### config.mk
export PLATFORM = sky130hd
export DESIGN_NAME = switch_output_control
export DESIGN_NICKNAME = d
export VERILOG_FILES = /design/src/rtl/switch_output_control.v
export VERILOG_INCLUDE_DIRS = /design/src /design/src/pkg
export SDC_FILE = /design/constraint.sdc
export NUM_CORES = 1
export LEC_CHECK = 0
export CORE_AREA = 2 2 233 235
export DETAILED_ROUTE_END_ITERATION = 8
export DIE_AREA = 0 0 235 237
export DONT_BUFFER_PORTS = 1
export GPL_TIMING_DRIVEN = 0
export HOLD_SLACK_MARGIN = 0.05
export PLACE_DENSITY = 0.45
export SLEW_MARGIN = 20
export SYNTH_ARGS = -nofsm -noshare
export SYNTH_HDL_FRONTEND = slang
export SYNTH_SLANG_ARGS = --single-unit
### constraint.sdc
create_clock -name ref_clk -period 5.9 [get_ports ref_clk]
set_clock_uncertainty 0.2 [all_clocks]
set_input_delay 0.59 -clock ref_clk [delete_from_list [all_inputs] [get_ports ref_clk]]
set_output_delay 0.59 -clock ref_clk [all_outputs]
set_load 0.02 [all_outputs]
### src/pkg/switch_output_defs.vh
// Constants for the switch output control block.
// Assumes a 50 MHz ref_clk and a 32-bit classic Wishbone register port.
`ifndef SWITCH_OUTPUT_DEFS_VH
`define SWITCH_OUTPUT_DEFS_VH

// Register byte offsets
`define SW_CTRL_OFS      8'h00
`define SW_ON_VAL_OFS    8'h04
`define SW_OFF_VAL_OFS   8'h08
`define SW_ON_DLY_OFS    8'h0C
`define SW_OFF_DLY_OFS   8'h10
`define SW_STATUS_OFS    8'h14

// Control register fields
`define CTRL_FUNC_LSB    0
`define CTRL_SRC_LSB     4
`define CTRL_DIAG_LSB    6
`define CTRL_FAIL_LSB    8
`define CTRL_INV_BIT     10
`define CTRL_VAR_LSB     12

// Function selection
`define FUNC_OFF         3'h0
`define FUNC_ON          3'h1
`define FUNC_DIAG        3'h2
`define FUNC_LIMIT       3'h3
`define FUNC_DIGITAL     3'h4

// Status source
`define SRC_NONE         2'h0
`define SRC_BLOCK1       2'h1
`define SRC_BLOCK2       2'h2

// Diagnostic class
`define DIAG_ALARM       2'h0
`define DIAG_ALARM_WARN  2'h1
`define DIAG_WARN        2'h2

// Failure selection
`define FAIL_ACTUAL      2'h0
`define FAIL_OPEN        2'h1
`define FAIL_CLOSED      2'h2

`define VAR_NONE         4'h0

// Reset values
`define CTRL_RESET       32'h0000_0100
`define DLY_RESET        32'h0000_0000

// Delay unit is 0.1 s; entries 0 to 1000 cover 0.0 to 100.0 s
`define DLY_MAX          32'h0000_03E8
`define CLK_HZ           50000000
`define TENTH_S_NS       100000000
`define CLK_NS           20
`define TENTH_CYCLES     (`TENTH_S_NS / `CLK_NS)

`endif

### src/rtl/switch_output_control.v
// Switch output control: forced, diagnostic, limit and tracking modes.
// Assumes synchronous inputs on ref_clk and a classic Wishbone master.
// Thresholds are signed words; delays count tenths of a second of ref_clk.
// Contract
// - In digital tracking the switch follows the binary output of the selected diagnostic block.
// - The status source picks none, block one or block two, resets to none, and acts only in tracking.
// - Limit mode compares one selected process variable, whose selection resets to none.
// - Diagnostic mode opens on alarm only, alarm or warning, or warning only, resetting to alarm only.
// - With on above off, close when the value rises above on and open when it falls below off.
// - With on below off, close when the value falls below on and open when it rises above off.
// - On alarm the switch keeps its state, opens or closes per the failure selection, reset open; forced off and on ignore the alarm here.
// - Software can read the present open or closed state of the switch.
// - Inversion, reset off, swaps open and closed for every other behaviour.
// - Forced off and on choices simulate the output independent of measurement.
// - Function off holds the switch open.
// - Function on holds the switch closed.
// - Diagnostic mode rests closed and opens only while a selected event is present.
// - Limit mode rests closed and opens only when the variable crosses the limit; here it rests open and closes when the variable crosses the on limit.
//
// Chosen here: the Wishbone register port and the address map.
`timescale 1ns/1ps
`default_nettype none
`include "switch_output_defs.vh"

module switch_output_control #(
    parameter VAL_W       = 32,
    parameter TENTH_TICKS = `TENTH_CYCLES
) (
    // Clock, reset, enable
    input  wire             ref_clk,
    input  wire             rst,
    input  wire             clk_en,
    // Wishbone slave
    input  wire             wb_cyc_i,
    input  wire             wb_stb_i,
    input  wire             wb_we_i,
    input  wire [7:0]       wb_adr_i,
    input  wire [3:0]       wb_sel_i,
    input  wire [31:0]      wb_dat_i,
    output reg  [31:0]      wb_dat_o,
    output reg              wb_ack_o,
    // Measurement and diagnostics
    input  wire [16*VAL_W-1:0] proc_vars,
    input  wire             diag_alarm,
    input  wire             diag_warning,
    input  wire             discrete_function_block1,
    input  wire             discrete_function_block2,
    // Load side
    output reg              switch_closed
);

    reg  [31:0]      ctrl_r;
    reg  [VAL_W-1:0] on_val_r;
    reg  [VAL_W-1:0] off_val_r;
    reg  [9:0]       on_dly_r;
    reg  [9:0]       off_dly_r;
    reg              limit_state_r;
    reg  [31:0]      tick_cnt_r;
    reg  [9:0]       dly_cnt_r;
    reg              pending_r;

    wire [2:0] func     = ctrl_r[`CTRL_FUNC_LSB +: 3];
    wire [1:0] src_sel  = ctrl_r[`CTRL_SRC_LSB +: 2];
    wire [1:0] diag_sel = ctrl_r[`CTRL_DIAG_LSB +: 2];
    wire [1:0] fail_sel = ctrl_r[`CTRL_FAIL_LSB +: 2];
    wire       invert   = ctrl_r[`CTRL_INV_BIT];
    wire [3:0] var_sel  = ctrl_r[`CTRL_VAR_LSB +: 4];

    // Unpack the process variable slots; slot zero stands for none
    wire [VAL_W-1:0] pv_slot [0:15];
    genvar g;
    generate
        for (g = 0; g < 16; g = g + 1) begin : g_slot
            assign pv_slot[g] = proc_vars[g*VAL_W +: VAL_W];
        end
    endgenerate

    wire signed [VAL_W-1:0] meas = pv_slot[var_sel];
    wire signed [VAL_W-1:0] on_s  = on_val_r;
    wire signed [VAL_W-1:0] off_s = off_val_r;

    // Wishbone access
    wire       wb_req  = wb_cyc_i & wb_stb_i & ~wb_ack_o;
    wire       wb_wr   = wb_req & wb_we_i & (&wb_sel_i);
    // Out-of-range delays clamp rather than wrap, so 1024 never reads as 0
    localparam [9:0] DLY_CLAMP = 10'h3E8;
    wire [9:0] dly_in  = (wb_dat_i[31:0] > `DLY_MAX) ? DLY_CLAMP : wb_dat_i[9:0];

    // Limit comparator: wants-closed and wants-open conditions
    reg close_cond;
    reg open_cond;
    always @* begin
        close_cond = 1'b0;
        open_cond  = 1'b0;
        if (var_sel != `VAR_NONE) begin
            if (on_s > off_s) begin
                close_cond = meas > on_s;
                open_cond  = meas < off_s;
            end else if (on_s < off_s) begin
                close_cond = meas < on_s;
                open_cond  = meas > off_s;
            end else begin
                // Equal thresholds: close above, open below
                close_cond = meas > on_s;
                open_cond  = meas < off_s;
            end
        end
    end

    // Target of a pending limit transition; neither means hold
    wire want_change = limit_state_r ? open_cond : close_cond;
    wire [9:0] dly_sel = limit_state_r ? off_dly_r : on_dly_r;
    wire tick = (tick_cnt_r == TENTH_TICKS - 1);

    // Computed state before failure override and inversion
    reg diag_event;
    reg track_bit;
    reg base_closed;
    always @* begin
        case (diag_sel)
            `DIAG_ALARM:      diag_event = diag_alarm;
            `DIAG_ALARM_WARN: diag_event = diag_alarm | diag_warning;
            `DIAG_WARN:       diag_event = diag_warning;
            default:          diag_event = diag_alarm;
        endcase
        case (src_sel)
            `SRC_BLOCK1: track_bit = discrete_function_block1;
            `SRC_BLOCK2: track_bit = discrete_function_block2;
            default:     track_bit = 1'b0;
        endcase
        case (func)
            `FUNC_OFF:     base_closed = 1'b0;
            `FUNC_ON:      base_closed = 1'b1;
            `FUNC_DIAG:    base_closed = ~diag_event;
            `FUNC_LIMIT:   base_closed = limit_state_r;
            `FUNC_DIGITAL: base_closed = track_bit;
            default:       base_closed = 1'b0;
        endcase
    end

    // Forced choices bypass the alarm override so simulation stays usable
    wire forced = (func == `FUNC_OFF) | (func == `FUNC_ON);
    reg  fail_closed;
    always @* begin
        fail_closed = base_closed;
        if (diag_alarm & ~forced) begin
            case (fail_sel)
                `FAIL_ACTUAL: fail_closed = base_closed;
                `FAIL_OPEN:   fail_closed = 1'b0;
                `FAIL_CLOSED: fail_closed = 1'b1;
                default:      fail_closed = 1'b0;
            endcase
        end
    end
    wire switch_nxt = fail_closed ^ invert;

    // Register next values; only full-word writes land
    reg  [31:0]      ctrl_nxt;
    reg  [VAL_W-1:0] on_val_nxt;
    reg  [VAL_W-1:0] off_val_nxt;
    reg  [9:0]       on_dly_nxt;
    reg  [9:0]       off_dly_nxt;
    always @* begin
        ctrl_nxt    = ctrl_r;
        on_val_nxt  = on_val_r;
        off_val_nxt = off_val_r;
        on_dly_nxt  = on_dly_r;
        off_dly_nxt = off_dly_r;
        if (wb_wr) begin
            case (wb_adr_i)
                `SW_CTRL_OFS: begin
                    // Bit 11 and the upper half read back as zero
                    ctrl_nxt = wb_dat_i & 32'h0000_F7FF;
                end
                `SW_ON_VAL_OFS: begin
                    on_val_nxt = wb_dat_i[VAL_W-1:0];
                end
                `SW_OFF_VAL_OFS: begin
                    off_val_nxt = wb_dat_i[VAL_W-1:0];
                end
                `SW_ON_DLY_OFS: begin
                    on_dly_nxt = dly_in;
                end
                `SW_OFF_DLY_OFS: begin
                    off_dly_nxt = dly_in;
                end
                default: begin
                    // Unmapped and status writes are acknowledged and dropped
                    ctrl_nxt = ctrl_r;
                end
            endcase
        end
    end

    // Status word: switch, limit state, delay pending
    wire [31:0] status_word = {29'h0000_0000, pending_r, limit_state_r, switch_closed};

    // Read data is captured with the request and holds until the next read
    reg  [31:0] rd_data_nxt;
    always @* begin
        rd_data_nxt = wb_dat_o;
        if (wb_req & ~wb_we_i) begin
            case (wb_adr_i)
                `SW_CTRL_OFS:    rd_data_nxt = ctrl_r;
                `SW_ON_VAL_OFS:  rd_data_nxt = on_val_r;
                `SW_OFF_VAL_OFS: rd_data_nxt = off_val_r;
                `SW_ON_DLY_OFS:  rd_data_nxt = {22'h000000, on_dly_r};
                `SW_OFF_DLY_OFS: rd_data_nxt = {22'h000000, off_dly_r};
                `SW_STATUS_OFS:  rd_data_nxt = status_word;
                default:         rd_data_nxt = 32'h0000_0000;
            endcase
        end
    end

    // Registers and Wishbone answer
    always @(posedge ref_clk) begin
        if (rst) begin
            ctrl_r    <= `CTRL_RESET;
            on_val_r  <= {VAL_W{1'b0}};
            off_val_r <= {VAL_W{1'b0}};
            on_dly_r  <= 10'h000;
            off_dly_r <= 10'h000;
            wb_ack_o  <= 1'b0;
            wb_dat_o  <= 32'h0000_0000;
        end else if (clk_en) begin
            // Ack is a one-cycle pulse; a strobe still held the cycle after the ack is taken again
            wb_ack_o  <= wb_req;
            wb_dat_o  <= rd_data_nxt;
            ctrl_r    <= ctrl_nxt;
            on_val_r  <= on_val_nxt;
            off_val_r <= off_val_nxt;
            on_dly_r  <= on_dly_nxt;
            off_dly_r <= off_dly_nxt;
        end
    end

    // Limit delay sequencer: one-hot, idle or counting toward a toggle
    localparam [1:0] LIM_IDLE = 2'b01;
    localparam [1:0] LIM_WAIT = 2'b10;
    reg  [1:0]  lim_st_r;
    reg  [1:0]  lim_st_nxt;
    reg         limit_state_nxt;
    reg  [31:0] tick_cnt_nxt;
    reg  [9:0]  dly_cnt_nxt;
    // Leaving limit mode or losing the condition drops any pending change
    wire        limit_go  = want_change & (func == `FUNC_LIMIT);
    wire [31:0] tick_step = tick ? 32'h0000_0000 : tick_cnt_r + 32'h0000_0001;
    wire [9:0]  dly_step  = tick ? dly_cnt_r + 10'h001 : dly_cnt_r;

    always @* begin
        lim_st_nxt      = LIM_IDLE;
        limit_state_nxt = limit_state_r;
        tick_cnt_nxt    = 32'h0000_0000;
        dly_cnt_nxt     = 10'h000;
        case (lim_st_r)
            LIM_IDLE: begin
                if (limit_go) begin
                    if (dly_sel == 10'h000) begin
                        // Zero delay toggles at once, no pending cycle
                        limit_state_nxt = ~limit_state_r;
                    end else begin
                        lim_st_nxt   = LIM_WAIT;
                        tick_cnt_nxt = tick_step;
                        dly_cnt_nxt  = dly_step;
                    end
                end
            end
            LIM_WAIT: begin
                if (!limit_go) begin
                    // Cause cleared before the delay ran out
                    lim_st_nxt = LIM_IDLE;
                end else if (dly_cnt_r >= dly_sel) begin
                    limit_state_nxt = ~limit_state_r;
                end else begin
                    lim_st_nxt   = LIM_WAIT;
                    tick_cnt_nxt = tick_step;
                    dly_cnt_nxt  = dly_step;
                end
            end
            default: begin
                // Illegal codes fall back to idle
                lim_st_nxt = LIM_IDLE;
            end
        endcase
    end

    always @(posedge ref_clk) begin
        if (rst) begin
            lim_st_r      <= LIM_IDLE;
            limit_state_r <= 1'b0;
            tick_cnt_r    <= 32'h0000_0000;
            dly_cnt_r     <= 10'h000;
            pending_r     <= 1'b0;
            switch_closed <= 1'b0;
        end else if (clk_en) begin
            lim_st_r      <= lim_st_nxt;
            limit_state_r <= limit_state_nxt;
            tick_cnt_r    <= tick_cnt_nxt;
            dly_cnt_r     <= dly_cnt_nxt;
            pending_r     <= (lim_st_nxt == LIM_WAIT);
            switch_closed <= switch_nxt;
        end
    end

endmodule
`default_nettype wire

Word level (Yosys, flattened, before mapping):

Index checks and enable logic that the tools add are counted.

* add/subtract/negate cells: 2
* $lt $le $gt $ge: 9
* equality and inequality tests: 22
* mux-type cells: 40
* bitwise gates (word level): 16
* reductions and logical operators: 14

Operator list (number)
* 32-bit 2-to-1 mux: 7
* 32-bit one-hot mux with 6 select lines: 1
* 32-bit binary-select mux with 4-bit select: 1
* 32-bit greater-than comparator: 3
* 32-bit < comparator: 3
* 10-bit 2-to-1 mux: 7
* 32-bit one-hot mux with 2 select lines: 1
* 32-bit by 1-bit adder with 32-bit output (second input constant): 1
* 32-bit by 23-bit equality test with 1-bit output (second input constant): 1
* 32-bit by 10-bit greater-than comparator with 1-bit output (second input constant): 1
* 10-bit one-hot mux with 2 select lines: 1
* 8-bit by 4-bit equality test with 1-bit output (second input constant): 2
* 8-bit by 5-bit equality test with 1-bit output (second input constant): 2
* 3-bit AND reduction: 5
* 1-bit 2-to-1 mux: 12
* 10-bit by 1-bit adder with 10-bit output (second input constant): 1
* 2-bit equality test (second input constant): 5
* 10-bit greater-or-equal comparator: 1
* 10-bit logical NOT: 1
* 8-bit by 3-bit equality test with 1-bit output (second input constant): 1
* 8-bit logical NOT: 1
* 2-bit 2-to-1 mux: 4
* 2-bit inequality test (second input constant): 4
* 1-bit one-hot mux with 2 select lines: 4
* 19 further kinds: 33

* register bits: 179
* bits of input ports: 566
* word-level logic and storage cells: 116

Depth between registers and ports, before layout:

* depth after elaboration: 13
* gate-level depth with buffers: 22
* depth with buffers taken out: 18

Worst setup path after synthesis:

OpenSTA, ideal clock, no wires.

* path type: register to register
* from: register ctrl_r[12]
* to: register limit_state_r
* setup time: 0.121 ns
* arrival: 4.308 ns
* setup slack: 1.271 ns
* stages on the path, launching flop included: 18
* buffers on the path: 3
* period minus slack after synthesis: 4.629 ns
* path through: dfxtp_1 -> clkbuf_1 -> clkbuf_1 -> buf_1 -> mux4_2 -> a22oi_1 -> o21ai_0 -> ha_1 -> a21oi_1 -> nand2_1 -> a221o_1 -> o31a_1 -> o2bb2ai_1 -> nor2_1 -> o211a_1 -> or2_4 -> and4b_1 -> mux2_4

* cells in the longest elaborated chain, start to end: 12
* elaborated cells on any way between the ends: 20
* those cells by class: order compare (4); eq/ne (2); mux (10); bitwise (2); reduce/logical (2)

Ends and longest elaborated chain
* start, declared: RTL line switch_output_control.v:52 `reg [31:0] ctrl_r;`
* start signal, assigned: RTL line switch_output_control.v:218 `` ctrl_r <= `CTRL_RESET; ``
* start signal, assigned: RTL line switch_output_control.v:229 `ctrl_r <= ctrl_nxt;`
* 4-bit NOT with 5-bit output (not written as such): RTL line switch_output_control.v:78 `wire signed [VAL_W-1:0] meas = pv_slot[var_sel];`
* 32-bit binary-select mux with 4-bit select: RTL line switch_output_control.v:78
* 32-bit 2-to-1 mux (not written as such) (2 in a row): RTL line switch_output_control.v:78
* 32-bit greater-than comparator (tied with other cells): RTL line switch_output_control.v:97, switch_output_control.v:104
* 1-bit 2-to-1 mux: RTL line switch_output_control.v:99 `end else if (on_s < off_s) begin`
* 1-bit 2-to-1 mux: RTL line switch_output_control.v:96 `if (on_s > off_s) begin`
* 1-bit 2-to-1 mux: RTL line switch_output_control.v:95 `` if (var_sel != `VAR_NONE) begin ``
* 1-bit 2-to-1 mux (*): RTL line switch_output_control.v:111 `wire want_change = limit_state_r ? open_cond : close_cond;`
* 1-bit bitwise AND (*): RTL line switch_output_control.v:246 `` wire limit_go = want_change & (func == `FUNC_LIMIT); ``
* 2-bit inequality test (no source line)
* 6-bit AND reduction (no source line) (*)
* end signal, assigned: RTL line switch_output_control.v:297 `limit_state_r <= limit_state_nxt;`
* end, declared: RTL line switch_output_control.v:57 `reg limit_state_r;`

Every way passes the cells marked *; elsewhere a longest branch is shown, timed or not. The select of a mux whose other input is x is not followed.
A chain may end at the register's enable or synchronous reset.

Worst setup path in the final report:

* from: register ctrl_r[12]
* to: register tick_cnt_r[11]

* cells in the longest elaborated chain, start to end: 12
* elaborated cells on any way between the ends: 20
* those cells by class: order compare (4); mux (13); bitwise (2); reduce/logical (1)

Ends and longest elaborated chain
* 4-bit NOT with 5-bit output (not written as such): RTL line switch_output_control.v:78
* 32-bit binary-select mux with 4-bit select: RTL line switch_output_control.v:78
* 32-bit 2-to-1 mux (not written as such) (2 in a row): RTL line switch_output_control.v:78
* 32-bit greater-than comparator (tied with other cells): RTL line switch_output_control.v:97, switch_output_control.v:104
* 1-bit 2-to-1 mux: RTL line switch_output_control.v:99
* 1-bit 2-to-1 mux: RTL line switch_output_control.v:96
* 1-bit 2-to-1 mux: RTL line switch_output_control.v:95
* 1-bit 2-to-1 mux (*): RTL line switch_output_control.v:111
* 1-bit bitwise AND (*): RTL line switch_output_control.v:246
* 32-bit 2-to-1 mux, on equally long branches: RTL line switch_output_control.v:269, switch_output_control.v:257
* 32-bit one-hot mux with 2 select lines (*): RTL line switch_output_control.v:255 `case (lim_st_r)`
* end signal, assigned: RTL line switch_output_control.v:298 `tick_cnt_r <= tick_cnt_nxt;`
* end, declared: RTL line switch_output_control.v:58 `reg [31:0] tick_cnt_r;`

Marks and branches as above.

==> results_dict.tcl <==
set metrics [dict create \
    cp.required_ns 6.07 \
    die_y_um 237 \
    pre_cts_slack_ns -0.614 \
    gp_congestion 1.36 \
    vias 15307 \
    syn-num-nets 2506 \
    status "finished clean" \
    dpl.hpwl_mm 74.5 \
    syn-cell-area_um2 14700 \
    pwr_density_cell_nw_per_um2 162 \
    area_growth_pct 11.6 \
    layout.cells.non_filler 2590 \
    ioPinCount 600 \
    cts_tree "built" \
    synth_cell_types 65 \
    chipWidth_um 235 \
    dp_cells 2523 \
    fmaxAchievable_ghz 0.180 \
    fp-row-count 85 \
    synth_ff_type "dfxtp_1" \
    cts_buffers 17 \
    worst_slew_pin_slew_ns 1.06 \
    synth_top_area_cell "dfxtp_1" \
    whs_ns 0.0729 \
    synth_edf_count 0 \
    dr.first_iter.drc_count 1250 \
    ir_worst_vdd_mv 0.154 \
    ys_ff_latch 179 \
    yosysWarnings 0 \
    maxCapViolCount 0 \
    insertion_delay_ns 0.45 \
    synth.area.top_cells "dfxtp_1 (24%), mux4_2 (9.8%), ha_1 (9.7%)" \
    start_kind "flip-flop" \
    power_leakage_nw 5.09 \
    dieArea_um2 55700 \
    antenna_found_initial 73 \
    cp_max_fo 10 \
    via_per_inst 5.91 \
    syn_inst 1826 \
    first_pass_iters 5 \
    numClockSinks 179 \
    finalPower_mw 2.66 \
    avgSynthCellArea_um2 8.05 \
    setup_violations 0 \
    rrSetupSlack_ns 0.33 \
    globalRouteTotalUtil_pct 30.2 \
    start_util_pct 27.6 \
    hold_violations 0 \
    path_class "flip-flop to flip-flop" \
    grt_start_max_net_pins 18 \
    layout-drive-gt1-share_pct 9.36 \
    min_period_over_period_pct 94.4 \
    grt_overflow 0 \
    grt_pass1_vias 14507 \
    antenna_left 0 \
    r2r_cells 20 \
    core-area_um2 53300 \
    final_nets 2526 \
    relSlewSlack_pct 29.2 \
    route.detailed.drc 0 \
    worstSetupEndpoint "tick_cnt_r[11]$_SDFFE_PP0P_" \
    endpoint_kind "flip-flop" \
    postCtsHoldBufs 0 \
    htree_levels 4 \
    timing.rr.end "tick_cnt_r[11]$_SDFFE_PP0P_" \
    slew_viol_final 0 \
    fin_util_pct 30.8 \
    setup.worst_path.start "ctrl_r[12]$_SDFFE_PP0P_" \
    r2r-start "ctrl_r[12]$_SDFFE_PP0P_" \
    clk_pin_slew_worst_paths_ns 0.07 \
    final_common_cell "nand2_1" \
    clockBufferDepth 2 \
    ys_seq_area_share_pct 24.4 \
    setup_slack_ns 0.332 \
    root_buffer "clkbuf_16" \
    wl_per_cell_um 33.8 \
    fin_crit_ns 5.57 \
    async_reset_ff_share_pct 0 \
    wirelength_mm 87.6 \
    arrival_ns 5.74 \
    hp-class "input port to flip-flop" \
    synth_top_area_share_pct 24.4 \
    grt_pass1_wl_mm 117 \
    port_buffers 0 \
    mostFrequentLayoutCells "nand2_1 (334), a21oi_1 (193), dfxtp_1 (178), mux2i_1 (139), ha_1 (114)" \
]
[repair_timing]
| action | CTS | global route |
|---|---|---|
| gates cloned | 0 | 0 |
| resized for setup | 40 | 27 |
| buffers inserted | 0 | 0 |
| endpoints found under the setup margin | 46 | 43 |
[worst min path at each step]
stage                                     start                     end  slack, ns  cells past startpoint
after floorplan           off_s[1]$_SDFFE_PP0P_   off_s[1]$_SDFFE_PP0P_       0.23                      2
after global placement    off_s[1]$_SDFFE_PP0P_   off_s[1]$_SDFFE_PP0P_       0.24                      2
final                               wb_dat_i[8]  ctrl_r[8]$_SDFFE_PP1P_       0.07                      2
after detailed placement  off_s[2]$_SDFFE_PP0P_   off_s[2]$_SDFFE_PP0P_       0.25                      2
after CTS                          wb_dat_i[16]  off_s[16]$_SDFFE_PP0P_       0.06                      2
after global routing               wb_dat_i[31]  off_s[31]$_SDFFE_PP0P_       0.05                      2
[layout make-up]
cell class                      count  area [um2]
Antenna cell                       35        87.6
Tap cell                          696         871
Inverter                           87         327
Clock inverter                     15         166
Fill cell                        5642       36900
Clock buffer                       17         425
Buffer                            117         578
Sequential cell                   179        3580
Timing Repair Buffer                2        18.8
Multi-Input combinational cell   1442       10300
[metrics by stage]
stage	cell area (um2)	TNS, ns
after floorplan	14700	0
after global placement	15600	-18.97
after detailed placement	15600	-21.85
after CTS	16300	0
after global routing	16400	-0.0502
final	16400	0
[critical path: stages (launching register included)]
cell	delay (ns)
dfxtp_1	0.32
clkbuf_1	0.25
clkbuf_2	0.29
buf_4	0.30
mux2i_1	0.61
nand2_1	0.11
nand2_1	0.09
a21oi_1	0.06
a22oi_1	0.19
o21ai_0	0.22
ha_1	0.40
nand4_1	0.18
a2111oi_1	0.59
o31a_1	0.23
nor3_2	0.06
nand4b_1	0.19
a31oi_2	0.36
o21ba_2	0.33
buf_6	0.20
a41oi_1	0.12
a31oi_1	0.16
[routing by layer]
layer	vias to the layer above	routed length (um)	GRT usage [%]
met4	44	3840	13.4
met2	803	41700	50.0
li1	6818	-	-
met1	7448	33300	34.6
met5	-	276	0
met3	194	8520	11.6
[power breakdown]
part / switching [mW] / leakage (nW) / internal (mW)
Clock: 0.554 / 0.294 / 0.637
Sequential: 0.00317 / 1.44 / 1.21
Combinational: 0.149 / 3.36 / 0.105
Total: 0.706 / 5.09 / 1.95
[registers in the layout, indices dropped and copies added (netlist names)]
name	cells
ctrl_r	15
dly_cnt_r	10
lim_st_r	2
limit_state_r	1
off_dly_r	10
off_s	32
on_dly_r	10
on_s	32
pending_r	1
switch_closed	1
tick_cnt_r	32
wb_ack_o	1
wb_dat_o	32
[cells in the mapped netlist, types with 3 or more instances]
cell type,instances
mux2i_1,140
a221oi_1,39
buf_2,13
a22oi_1,69
a22o_1,36
xor2_1,6
inv_1,87
a211oi_1,6
nand2b_1,13
nand4b_1,4
buf_6,3
mux2_2,6
nor2b_1,8
a21oi_1,193
and2_1,5
or2_2,5
ha_1,114
dfxtp_1,179
buf_1,24
o21ai_0,75
xnor2_1,8
nand4_1,26
nor4_1,17
nand3_1,45
o211ai_1,6
nor3_1,14
clkbuf_1,76
nand2_1,334
a31oi_1,21
mux4_2,64
and4_1,3
a21o_1,10
nor2_1,112
and3_1,13
a41oi_1,5
a221o_1,7
[cells by family after synthesis]
family                   after synthesis  share of synthesized area, %
AO/OA/AOI/OAI                        489                          21.2
multiplexers                         211                          19.9
buffers and inverters                205                          5.55
adder cells (fa/ha/maj)              114                          9.70
flip-flops                           179                          24.4
XOR/XNOR                              14                         0.834
AND/OR/NAND/NOR                      614                          18.4
Note: power is estimated with default switching activity, not from simulation.
